## src/include/serial_boot_map.svh

```systemverilog
/*
  Constants of the serial bootstrap loader: timing figures, first-byte
  codes and jump targets. Assumes nothing; definitions only.
*/
`ifndef SERIAL_BOOT_MAP_SVH
`define SERIAL_BOOT_MAP_SVH

// clocks
`define SBL_SYS_CLK_HZ      20000000
`define SBL_E_CLK_HZ        2000000
`define SBL_E_DIV           (`SBL_SYS_CLK_HZ / `SBL_E_CLK_HZ)

// bit times in bus (E) cycles: 4 x 4 x 16 for 7812 baud, 13 x 8 x 16 for 1200
`define SBL_FAST_BIT_E      256
`define SBL_SLOW_BIT_E      1664

// inter-character timeout: passes of a 19 E-cycle wait step
`define SBL_TO_STEP_E       19
`define SBL_TO_PASS_FAST    539
`define SBL_TO_PASS_SLOW    3504

// first character codes
`define SBL_CODE_ONES       8'hFF
`define SBL_CODE_SLOW_A     8'hE0
`define SBL_CODE_SLOW_B     8'hC0
`define SBL_CODE_LOOPBACK   8'h00

// jump targets and RAM
`define SBL_RAM_START       16'h0000
`define SBL_NVM_START       16'hB600
`define SBL_RAM_BYTES       512
`define SBL_FIXED_BYTES     256

// serial frame lengths in bits
`define SBL_FRAME_BITS      4'hA
`define SBL_BREAK_BITS      4'hB

`endif

```

## src/include/serial_boot_pkg.sv

```systemverilog
/*
  Types shared by the serial bootstrap loader and its serial receive half.
  Assumes serial_boot_map.svh for the numbers.
*/
package serial_boot_pkg;

  typedef enum logic [5:0] {
    ST_INIT  = 6'h01,
    ST_BREAK = 6'h02,
    ST_FIRST = 6'h04,
    ST_WAIT  = 6'h08,
    ST_ECHO  = 6'h10,
    ST_RUN   = 6'h20
  } loader_state_t;

  typedef enum logic [3:0] {
    RX_IDLE  = 4'h1,
    RX_START = 4'h2,
    RX_DATA  = 4'h4,
    RX_STOP  = 4'h8
  } rx_state_t;

  typedef struct packed {
    logic [7:0] data;
    logic       frame_err;
  } rx_byte_t;

  typedef struct packed {
    logic        we;
    logic [15:0] addr;
    logic [7:0]  data;
  } ram_wr_t;

endpackage

```

## src/design/serial_boot_download_loader.sv

```systemverilog
/*
  Serial bootstrap download loader: sets up the serial port, picks the
  baud rate from the first character, loads a program into RAM with echo,
  and hands control to RAM or nonvolatile memory.
  Assumes the serial receive pin is synchronous to clk_sys_i, an external
  pull-up on the transmit pin, and a RAM that takes one write per pulse.
*/

// Summary of operation
// - after init the port runs at 7812 baud; 1200 baud is the alternate.
// - host opens with an all-ones byte; its reception picks the session rate.
// - receiver finds start edge, checks mid start, samples mid-bit, checks stop.
// - first byte FF keeps fast rate; E0 or C0 switches to 1200 baud.
// - init enables both the serial receiver and transmitter.
// - init selects open-drain pins; transmit pin never drives high.
// - after init send one break; first byte 00 jumps to B600.
// - with rate settled, RAM write pointer starts at 0000.
// - program length may be anything from 0 to 512 bytes.
// - download ends after four idle character times following the last byte.
// - fast-rate timeout is 539 passes of a 19-cycle step, 10,241 cycles.
// - switching to 1200 baud also lengthens the timeout constant.
// - no timeout runs before the first byte arrives.
// - timeout restarts for each expected byte; wait for byte or expiry.
// - each byte is stored at the pointer; pointer increments as its echo is requested.
// - stop on timeout or full RAM, then run from the start of RAM.
// - all-ones byte alone jumps to RAM start with nothing stored.
// - option for 256-byte RAM: fixed 256 bytes, no idle timeout.

`include "serial_boot_map.svh"

module serial_boot_download_loader #(
  parameter int RAM_BYTES     = `SBL_RAM_BYTES,
  parameter bit FIXED_LEN     = 1'b0,
  parameter int FIXED_BYTES   = `SBL_FIXED_BYTES,
  parameter int E_DIV         = `SBL_E_DIV,
  parameter int TO_STEP_E     = `SBL_TO_STEP_E,
  parameter int TO_PASS_FAST  = `SBL_TO_PASS_FAST,
  parameter int TO_PASS_SLOW  = `SBL_TO_PASS_SLOW,
  parameter int FAST_BIT_CLKS = `SBL_FAST_BIT_E * `SBL_E_DIV,
  parameter int SLOW_BIT_CLKS = `SBL_SLOW_BIT_E * `SBL_E_DIV
) (
  input  wire logic                  clk_sys_i,
  input  wire logic                  rstn_i,
  input  wire logic                  serial_receive_pin_i,
  output logic                       serial_transmit_pin_o,
  output logic                       serial_transmit_pin_oe_o,
  output logic                       port_open_drain_select_o,
  output logic                       serial_rx_enable_o,
  output logic                       serial_tx_enable_o,
  output serial_boot_pkg::ram_wr_t   ram_wr_o,
  output logic                       run_o,
  output logic [15:0]                run_addr_o,
  output logic                       rate_slow_o,
  output logic                       rx_frame_err_o
);

  localparam int BIT_W  = 16;
  localparam int PASS_W = 12;
  localparam int PTR_W  = $clog2(RAM_BYTES) + 1;
  localparam logic [PTR_W-1:0] LIMIT =
    PTR_W'(FIXED_LEN ? FIXED_BYTES : RAM_BYTES);

  serial_boot_pkg::loader_state_t st_r;
  serial_boot_pkg::rx_byte_t      rx_byte;
  logic                           rx_valid;
  logic                           tx_busy;
  logic                           tx_pull_low;
  logic [BIT_W-1:0]               bit_len;
  logic                           tx_start_r;
  logic                           tx_break_r;
  logic [7:0]                     echo_r;
  logic [PTR_W-1:0]               ptr_r;
  logic [$clog2(E_DIV+1)-1:0]     e_cnt_r;
  logic                           e_tick_r;
  logic [4:0]                     step_r;
  logic [PASS_W-1:0]              pass_r;
  logic                           to_load_r;
  logic                           to_expired;

  // rate select feeds both serial halves
  assign bit_len = rate_slow_o ? BIT_W'(SLOW_BIT_CLKS) : BIT_W'(FAST_BIT_CLKS);

  async_serial_rx #(
    .BIT_W (BIT_W)
  ) u_rx (
    .clk_sys_i (clk_sys_i),
    .rstn_i    (rstn_i),
    .en_i      (serial_rx_enable_o),
    .rxd_i     (serial_receive_pin_i),
    .bit_len_i (bit_len),
    .rx_o      (rx_byte),
    .valid_o   (rx_valid)
  );

  async_serial_tx #(
    .BIT_W (BIT_W)
  ) u_tx (
    .clk_sys_i  (clk_sys_i),
    .rstn_i     (rstn_i),
    .en_i       (serial_tx_enable_o),
    .start_i    (tx_start_r),
    .break_i    (tx_break_r),
    .data_i     (echo_r),
    .bit_len_i  (bit_len),
    .pull_low_o (tx_pull_low),
    .busy_o     (tx_busy)
  );

  // open drain: the data level is always low, only the enable moves
  always_ff @(posedge clk_sys_i or negedge rstn_i) begin
    if (!rstn_i) begin
      serial_transmit_pin_o    <= 1'b0;
      serial_transmit_pin_oe_o <= 1'b0;
    end else begin
      serial_transmit_pin_o    <= 1'b0;
      serial_transmit_pin_oe_o <= tx_pull_low && port_open_drain_select_o;
    end
  end

  // bus-clock tick, the unit of the timeout
  always_ff @(posedge clk_sys_i or negedge rstn_i) begin
    if (!rstn_i) begin
      e_cnt_r  <= '0;
      e_tick_r <= 1'b0;
    end else if (e_cnt_r == ($bits(e_cnt_r))'(E_DIV - 1)) begin
      e_cnt_r  <= '0;
      e_tick_r <= 1'b1;
    end else begin
      e_cnt_r  <= e_cnt_r + 1'b1;
      e_tick_r <= 1'b0;
    end
  end

  // inter-character timeout: pass counter over a 19-tick step
  assign to_expired = (pass_r == '0);

  always_ff @(posedge clk_sys_i or negedge rstn_i) begin
    if (!rstn_i) begin
      step_r <= 5'h00;
      pass_r <= '0;
    end else if (to_load_r) begin
      step_r <= 5'(TO_STEP_E - 1);
      pass_r <= rate_slow_o ? PASS_W'(TO_PASS_SLOW) : PASS_W'(TO_PASS_FAST);
    end else if (st_r == serial_boot_pkg::ST_WAIT && !FIXED_LEN && e_tick_r
                 && !to_expired) begin
      if (step_r == 5'h00) begin
        step_r <= 5'(TO_STEP_E - 1);
        pass_r <= pass_r - 1'b1;
      end else begin
        step_r <= step_r - 5'h01;
      end
    end
  end

  // main sequence
  always_ff @(posedge clk_sys_i or negedge rstn_i) begin
    if (!rstn_i) begin
      st_r                     <= serial_boot_pkg::ST_INIT;
      port_open_drain_select_o <= 1'b0;
      serial_rx_enable_o       <= 1'b0;
      serial_tx_enable_o       <= 1'b0;
      rate_slow_o              <= 1'b0;
      echo_r                   <= 8'h00;
      to_load_r                <= 1'b0;
      run_o                    <= 1'b0;
      run_addr_o               <= `SBL_RAM_START;
    end else begin
      to_load_r <= 1'b0;
      case (st_r)
        serial_boot_pkg::ST_INIT: begin
          port_open_drain_select_o <= 1'b1;
          serial_rx_enable_o       <= 1'b1;
          serial_tx_enable_o       <= 1'b1;
          rate_slow_o              <= 1'b0;
          st_r                     <= serial_boot_pkg::ST_BREAK;
        end
        serial_boot_pkg::ST_BREAK: begin
          st_r <= serial_boot_pkg::ST_FIRST;
        end
        serial_boot_pkg::ST_FIRST: begin
          // no timeout here: the host may take as long as it likes
          if (rx_valid) begin
            if (rx_byte.data == `SBL_CODE_LOOPBACK) begin
              run_addr_o <= `SBL_NVM_START;
              st_r       <= serial_boot_pkg::ST_RUN;
            end else begin
              if (rx_byte.data == `SBL_CODE_SLOW_A
                  || rx_byte.data == `SBL_CODE_SLOW_B) begin
                rate_slow_o <= 1'b1;
              end
              to_load_r <= 1'b1;
              st_r      <= serial_boot_pkg::ST_WAIT;
            end
          end
        end
        serial_boot_pkg::ST_WAIT: begin
          if (rx_valid) begin
            echo_r <= rx_byte.data;
            st_r          <= serial_boot_pkg::ST_ECHO;
          end else if (!FIXED_LEN && to_expired && !to_load_r) begin
            run_addr_o <= `SBL_RAM_START;
            st_r       <= serial_boot_pkg::ST_RUN;
          end
        end
        serial_boot_pkg::ST_ECHO: begin
          // waits for the transmitter before taking the next byte
          if (!tx_busy) begin
            if (ptr_r + 1'b1 == LIMIT) begin
              run_addr_o <= `SBL_RAM_START;
              st_r       <= serial_boot_pkg::ST_RUN;
            end else begin
              to_load_r <= 1'b1;
              st_r      <= serial_boot_pkg::ST_WAIT;
            end
          end
        end
        serial_boot_pkg::ST_RUN: begin
          // serial port stays on so the last echo still leaves
          run_o <= 1'b1;
        end
        default: begin
          st_r <= serial_boot_pkg::ST_INIT;
        end
      endcase
    end
  end

  // transmit requests: one break after init, then one echo per stored byte
  always_ff @(posedge clk_sys_i or negedge rstn_i) begin
    if (!rstn_i) begin
      tx_start_r <= 1'b0;
      tx_break_r <= 1'b0;
    end else begin
      tx_start_r <= 1'b0;
      tx_break_r <= 1'b0;
      if (st_r == serial_boot_pkg::ST_BREAK) begin
        tx_start_r <= 1'b1;
        tx_break_r <= 1'b1;
      end else if (st_r == serial_boot_pkg::ST_ECHO && !tx_busy) begin
        tx_start_r <= 1'b1;
      end
    end
  end

  // RAM write pointer
  always_ff @(posedge clk_sys_i or negedge rstn_i) begin
    if (!rstn_i) begin
      ptr_r <= '0;
    end else if (st_r == serial_boot_pkg::ST_FIRST && rx_valid
                 && rx_byte.data != `SBL_CODE_LOOPBACK) begin
      ptr_r <= '0;
    end else if (st_r == serial_boot_pkg::ST_ECHO && !tx_busy) begin
      ptr_r <= ptr_r + 1'b1;
    end
  end

  // RAM write port: strobe lasts one cycle, address and data stay
  always_ff @(posedge clk_sys_i or negedge rstn_i) begin
    if (!rstn_i) begin
      ram_wr_o <= '0;
    end else begin
      ram_wr_o.we <= 1'b0;
      if (st_r == serial_boot_pkg::ST_WAIT && rx_valid) begin
        ram_wr_o.we   <= 1'b1;
        ram_wr_o.addr <= 16'(ptr_r);
        ram_wr_o.data <= rx_byte.data;
      end
    end
  end

  always_ff @(posedge clk_sys_i or negedge rstn_i) begin
    if (!rstn_i) begin
      rx_frame_err_o <= 1'b0;
    end else if (rx_valid) begin
      rx_frame_err_o <= rx_byte.frame_err;
    end
  end

endmodule // serial_boot_download_loader

```

## src/design/async_serial_rx.sv

```systemverilog
/*
  Receive half of the asynchronous serial port: start edge, mid-bit start
  check, eight data bits LSB first, stop-bit framing check.
  Assumes rxd_i synchronous to clk_sys_i and bit_len_i stable while busy.
*/
module async_serial_rx #(
  parameter int BIT_W = 16
) (
  input  wire logic                     clk_sys_i,
  input  wire logic                     rstn_i,
  input  wire logic                     en_i,
  input  wire logic                     rxd_i,
  input  wire logic [BIT_W-1:0]         bit_len_i,
  output serial_boot_pkg::rx_byte_t     rx_o,
  output logic                          valid_o
);

  serial_boot_pkg::rx_state_t st_r;
  logic [BIT_W-1:0] cnt_r;
  logic [2:0]       idx_r;
  logic [7:0]       sh_r;
  logic             prev_r;

  always_ff @(posedge clk_sys_i or negedge rstn_i) begin
    if (!rstn_i) begin
      prev_r <= 1'b1;
    end else begin
      prev_r <= rxd_i;
    end
  end

  always_ff @(posedge clk_sys_i or negedge rstn_i) begin
    if (!rstn_i) begin
      st_r    <= serial_boot_pkg::RX_IDLE;
      cnt_r   <= '0;
      idx_r   <= 3'h0;
      sh_r    <= 8'h00;
      rx_o    <= '0;
      valid_o <= 1'b0;
    end else begin
      valid_o <= 1'b0;
      case (st_r)
        serial_boot_pkg::RX_IDLE: begin
          if (en_i && prev_r && !rxd_i) begin
            cnt_r <= bit_len_i >> 1;
            st_r  <= serial_boot_pkg::RX_START;
          end
        end
        serial_boot_pkg::RX_START: begin
          if (cnt_r == '0) begin
            // a glitch shorter than half a bit is dropped here
            if (!rxd_i) begin
              cnt_r <= bit_len_i - 1'b1;
              idx_r <= 3'h0;
              st_r  <= serial_boot_pkg::RX_DATA;
            end else begin
              st_r <= serial_boot_pkg::RX_IDLE;
            end
          end else begin
            cnt_r <= cnt_r - 1'b1;
          end
        end
        serial_boot_pkg::RX_DATA: begin
          if (cnt_r == '0) begin
            sh_r  <= {rxd_i, sh_r[7:1]};
            idx_r <= idx_r + 3'h1;
            cnt_r <= bit_len_i - 1'b1;
            if (idx_r == 3'h7) begin
              st_r <= serial_boot_pkg::RX_STOP;
            end
          end else begin
            cnt_r <= cnt_r - 1'b1;
          end
        end
        serial_boot_pkg::RX_STOP: begin
          if (cnt_r == '0) begin
            rx_o.data      <= sh_r;
            rx_o.frame_err <= !rxd_i;
            valid_o        <= 1'b1;
            st_r           <= serial_boot_pkg::RX_IDLE;
          end else begin
            cnt_r <= cnt_r - 1'b1;
          end
        end
        default: begin
          st_r <= serial_boot_pkg::RX_IDLE;
        end
      endcase
    end
  end

endmodule // async_serial_rx

```

## src/design/async_serial_tx.sv

```systemverilog
/*
  Transmit half of the asynchronous serial port, open-drain style: the pin
  is only ever pulled low. Sends a 10-bit frame or a break (ten low bits
  then a stop bit). Assumes start_i is a one-cycle pulse while idle.
*/
`include "serial_boot_map.svh"

module async_serial_tx #(
  parameter int BIT_W = 16
) (
  input  wire logic             clk_sys_i,
  input  wire logic             rstn_i,
  input  wire logic             en_i,
  input  wire logic             start_i,
  input  wire logic             break_i,
  input  wire logic [7:0]       data_i,
  input  wire logic [BIT_W-1:0] bit_len_i,
  output logic                  pull_low_o,
  output logic                  busy_o
);

  logic [10:0]      frame_r;
  logic [BIT_W-1:0] cnt_r;
  logic [3:0]       left_r;

  always_ff @(posedge clk_sys_i or negedge rstn_i) begin
    if (!rstn_i) begin
      frame_r    <= 11'h7FF;
      cnt_r      <= '0;
      left_r     <= 4'h0;
      busy_o     <= 1'b0;
      pull_low_o <= 1'b0;
    end else if (!busy_o) begin
      if (en_i && start_i) begin
        frame_r    <= break_i ? 11'h400 : {2'b11, data_i, 1'b0};
        left_r     <= (break_i ? `SBL_BREAK_BITS : `SBL_FRAME_BITS) - 4'h1;
        cnt_r      <= bit_len_i - 1'b1;
        busy_o     <= 1'b1;
        pull_low_o <= 1'b1;
      end
    end else if (cnt_r == '0) begin
      if (left_r == 4'h0) begin
        busy_o     <= 1'b0;
        pull_low_o <= 1'b0;
      end else begin
        frame_r    <= {1'b1, frame_r[10:1]};
        pull_low_o <= !frame_r[1];
        left_r     <= left_r - 4'h1;
        cnt_r      <= bit_len_i - 1'b1;
      end
    end else begin
      cnt_r <= cnt_r - 1'b1;
    end
  end

endmodule // async_serial_tx

```

## config.mk

```make
export PLATFORM = sky130hd
export DESIGN_NAME = serial_boot_download_loader
export DESIGN_NICKNAME = d
export VERILOG_FILES = /design/src/include/serial_boot_pkg.sv /design/src/design/serial_boot_download_loader.sv /design/src/design/async_serial_rx.sv /design/src/design/async_serial_tx.sv
export VERILOG_INCLUDE_DIRS = /design/src /design/src/include
export SDC_FILE = /design/constraint.sdc
export NUM_CORES = 1
export LEC_CHECK = 0
export ABC_CLOCK_PERIOD_IN_PS = 2300
export BUFFER_PORTS_ARGS = -buffer_cell sky130_fd_sc_hd__buf_2
export CAP_MARGIN = 40
export CORE_ASPECT_RATIO = 1.5
export CORE_MARGIN = 1.5
export CORE_UTILIZATION = 40
export DETAILED_ROUTE_END_ITERATION = 10
export MAX_ROUTING_LAYER = met4
export PLACE_DENSITY = 0.59
export SYNTH_ARGS = -nofsm -noshare
export SYNTH_HDL_FRONTEND = slang
export SYNTH_SLANG_ARGS = --single-unit
export TNS_END_PERCENT = 30
```

## constraint.sdc

```tcl
create_clock -name clk_sys_i -period 2.3 [get_ports clk_sys_i]
set_input_delay 0.46 -clock clk_sys_i [delete_from_list [all_inputs] [get_ports clk_sys_i]]
set_output_delay 0.46 -clock clk_sys_i [all_outputs]
set_load 0.05 [all_outputs]
```

==> metrics.md <==
| Metric | Value |
|---|---|
| Status | complete, but fails checks |
| Failing checks | DRC |
| Comb power frac | 2.4% |
| Slew Viols, Final | 0 |
| Final setup viols | 0 |
| CP Max Fanout | 7 |
| Crit share post-route | 98.0% |
| Setup crit end kind | register |
| DRC Markers | 4 |
| Clk slew on worst S/H paths | 0.07 ns |
| GRT overflow | 0 |
| Synth top area share | 44.2% |
| Worst Path Required | 2.66 ns |
| Leak | 4.04 nW |
| Placed instance count | 1002 |
| Crit Reg-Reg Endpoint | u_rx.cnt_r[12] |
| Post-synthesis instance total | 738 |
| Max VDD drop | 487 uV |
| Routed vias | 5685 |
| CORE AREA | 0.0175 mm2 |
| Antenna violations before repair | 0 |
| Detail Route Antenna Nets | 0 |
| Seq cells post-synth | 139 |
| Clock Path Buffers | 2 |
| Worst min path class | input port to register |
| Sw Pwr | 0.00131 W |
| Max-cap viol count | 0 |
| Root Driver | clkbuf_16 |
| CTS Sinks | 139 |
| Final worst slack | 0.0457 ns |
| Gpl congestion | 0.899 |
| H-Tree Depth | 4 |
| First-pass GRT wire length | 28.3 mm |
| Power, Total | 0.00532 W |
| Slew of the pin with the lowest slew margin | 0.712 ns |
| Pre-antenna DRT Iters | 8 |
| RR Startpoint | u_rx.st_r[0] |
| Asr flop ratio synth | 100% |
| Reg2reg setup slack | 0.05 ns |
| Synth area leaders | dfrtp_1 44%, dfstp_2 4.4%, mux2_2 4.4%, o21ai_0 4.2%, nand2_1 4.2% |
| Initial Utilization | 41.1% |
| Die area | 0.0188 mm2 |
| Drt wl/cell | 16.1 um |
| Post-synth cell types | 78 |
| Worst-skew pair later-pin latency | 0.42 ns |
| Nets | 827 |
| Die height | 167 um |
| Mapped cell area | 0.00719 mm2 |
| Final wirelength | 16.8 mm |
| Row cnt | 59 |
| Worst-path cell chain | or2b_2, nor2_1, nor3_2, o32ai_2, and4_2, a21o_1 |
| Routed vias/inst | 5.48 |
| Diodes inserted | 0 |
| Finished Layout Cells | 1038 |
| CP bufs+invs | 0 |
| Sw Share | 24.6% |
| Flop pwr share | 46.1% |
| PwrDens | 629 mW/mm2 |
| Crit path kind | register to register |
| Avg Inst Size Synth | 9.74 um2 |
| Startpoint types | register |
| Finished Core Util | 48.3% |
| Prevailing post-synth register cell | dfrtp_1 |
| Synth area leader | dfrtp_1 |
| Share of cells above drive strength 1 | 23.4% |
| CTS tree | built |
| Hold Crit Start | serial_receive_pin_i |
| CTS buffer count | 17 |
| Largest net degree at the start of global routing | 49 |
| Hold Path Sink | u_rx.prev_r |
| DP HPWL | 11.7 mm |
| Hold Path Cell Cnt | 2 |
| Worst path arrival time | 2.61 ns |
| Fmax | 444 MHz |
| R2R cell count | 6 |
| EDFF count, synth | 0 |
| Final min period | 2.25 ns |
| Top post-synthesis cells by count | 127 x dfrtp_1, 80 x nand2_1, 68 x nor2_1, 61 x o21ai_0, 39 x a21oi_1 |
| Slew Limit Headroom | 52.6% |
| Gr usage total | 19.3% |
| Final Skew | 0.00960 ns |
| Register area share after synthesis | 48.6% |
| Final TNS setup | 0 ns |
| Slowest cell on the critical path | o32ai_2 |
| Number of global-route vias before repair | 5804 |
| Final Hold Viols | 0 |
| CP delay by family, top | simple AND/OR/NAND/NOR gates |
| Placement Setup Slack | -0.0548 ns |
| Slowest stage delay, CP | 0.61 ns |
| Number of port buffers | 33 |
| Most common cell in the netlist | dfrtp_1 |
| Pint | 0.00401 W |
| IO Count | 52 |
| Synth warnings | 0 |
| Die Width | 112 um |
| Drt initial violations | 284 |
| Worst path depth | 6 |
| Area grow syn2layout | 17.6% |
| Unrepaired setup endpoints after global routing | true |
| Clock Power Share | 51.5% |
[worst max path at each step]
stage | to | start
after floorplan | u_rx.cnt_r[15] | serial_tx_enable_o
after global placement | u_rx.cnt_r[11] | u_rx.st_r[0]
after detailed placement | u_rx.cnt_r[15] | u_rx.st_r[0]
after CTS | u_rx.cnt_r[11] | u_rx.st_r[0]
after global routing | u_rx.cnt_r[7] | u_rx.cnt_r[0]
final | u_rx.cnt_r[12] | u_rx.st_r[0]
[cells in the final DEF, fill, tap and decap left out, drive strengths merged, types with 3 or more instances in the layout]
cell type | netlist | final
a211o | 3 | 3
a21o | 4 | 4
a21oi | 41 | 41
a22o | 6 | 6
a22oi | 8 | 8
a31oi | 4 | 4
a32oi | 3 | 3
and2 | 9 | 9
and3 | 7 | 7
and3b | 3 | 3
and4 | 3 | 3
buf | 37 | 88
clkbuf | 15 | 17
conb | 1 | 18
dfrtp | 127 | 127
dfstp | 12 | 12
ha | 12 | 12
inv | 25 | 36
mux2 | 28 | 28
mux2i | 3 | 3
nand2 | 81 | 81
nand2b | 12 | 12
nand3 | 15 | 15
nand3b | 6 | 6
nand4 | 6 | 6
nand4b | 3 | 3
nor2 | 70 | 70
nor2b | 6 | 6
nor3 | 29 | 29
nor4 | 15 | 15
o211ai | 4 | 4
o21a | 8 | 8
o21ai | 61 | 61
o31ai | 7 | 7
o32ai | 2 | 3
o41ai | 5 | 5
or3 | 5 | 5
or4 | 7 | 7
xnor2 | 8 | 8
xor2 | 13 | 13
[registers in the layout (all words and copies together) (netlist names), 5 cells and up]
register      flops
step_r            5
pass_r           12
u_rx.sh_r         8
ram_wr_o         12
u_rx.cnt_r       16
u_rx.rx_o         9
ptr_r            10
u_tx.frame_r      9
st_r              6
echo_r            7
u_tx.cnt_r       16
[worst reg2reg max path, delay by kind of cell (launching register included)]
| kind | cells | cell delay (ns) |
|---|---|---|
| AOI/OAI and AO/OA | 2 | 0.69 |
| and+or+nand+nor | 4 | 0.98 |
| DFF | 1 | 0.52 |
[power by group through the flow]
stage	Clock [W]	Sequential, W	Combinational [W]
detailed placement	0	0.00249	0.000130
CTS	0.00282	0.00245	0.000132
finish	0.00274	0.00245	0.000127
global placement	0	0.00249	0.000128
floorplan	0	0.00249	0.0000896
global route	0.00294	0.00245	0.000142
[cells by family after synthesis]
kind of cell	Yosys count	synth area share (%)
AOI/OAI and AO/OA	170	15.1
xor gates and xnor gates	21	2.56
adders and majority gates	12	2.09
buffers and inverters	77	6.26
DFF	139	48.6
muxes	31	4.80
other	1	0.0522
and+or+nand+nor	287	20.6
[metal layers]
metal  vias up  share of wire [%]  global-route usage, %
li1       2742                  -                      -
met1      2822                 42                   21.7
met2       100                 53                   33.1
met3        21                2.8                   3.87
met4         0                2.1                   8.86
met5         -                  0                      -
[stage by stage]
stage          hold slack, ns  area [um2]
2_1_floorplan           0.164        7250
5_1_grt                 0.261        8450
3_3_place_gp            0.404        7780
3_5_place_dp            0.407        7780
6_report                0.278        8450
4_1_cts                 0.250        8400
[what timing repair did]
action,CTS,global route
setup endpoints to repair,7,23
gates resized for setup,1,7
gates cloned,1,0
pin swaps,1,2
hold buffers,1,0
hold endpoints to repair,28,0
buffers inserted,0,2
[area by class of cell]
cell class / instances / area, um2
Inverter: 25 / 98.8
Sequential cell: 139 / 3490
Clock inverter: 15 / 166
Multi-Input combinational cell: 540 / 3360
Timing Repair Buffer: 89 / 644
Fill cell: 1598 / 9040
Clock buffer: 17 / 425
Tap cell: 213 / 267
(Power assumes the default switching activity.)
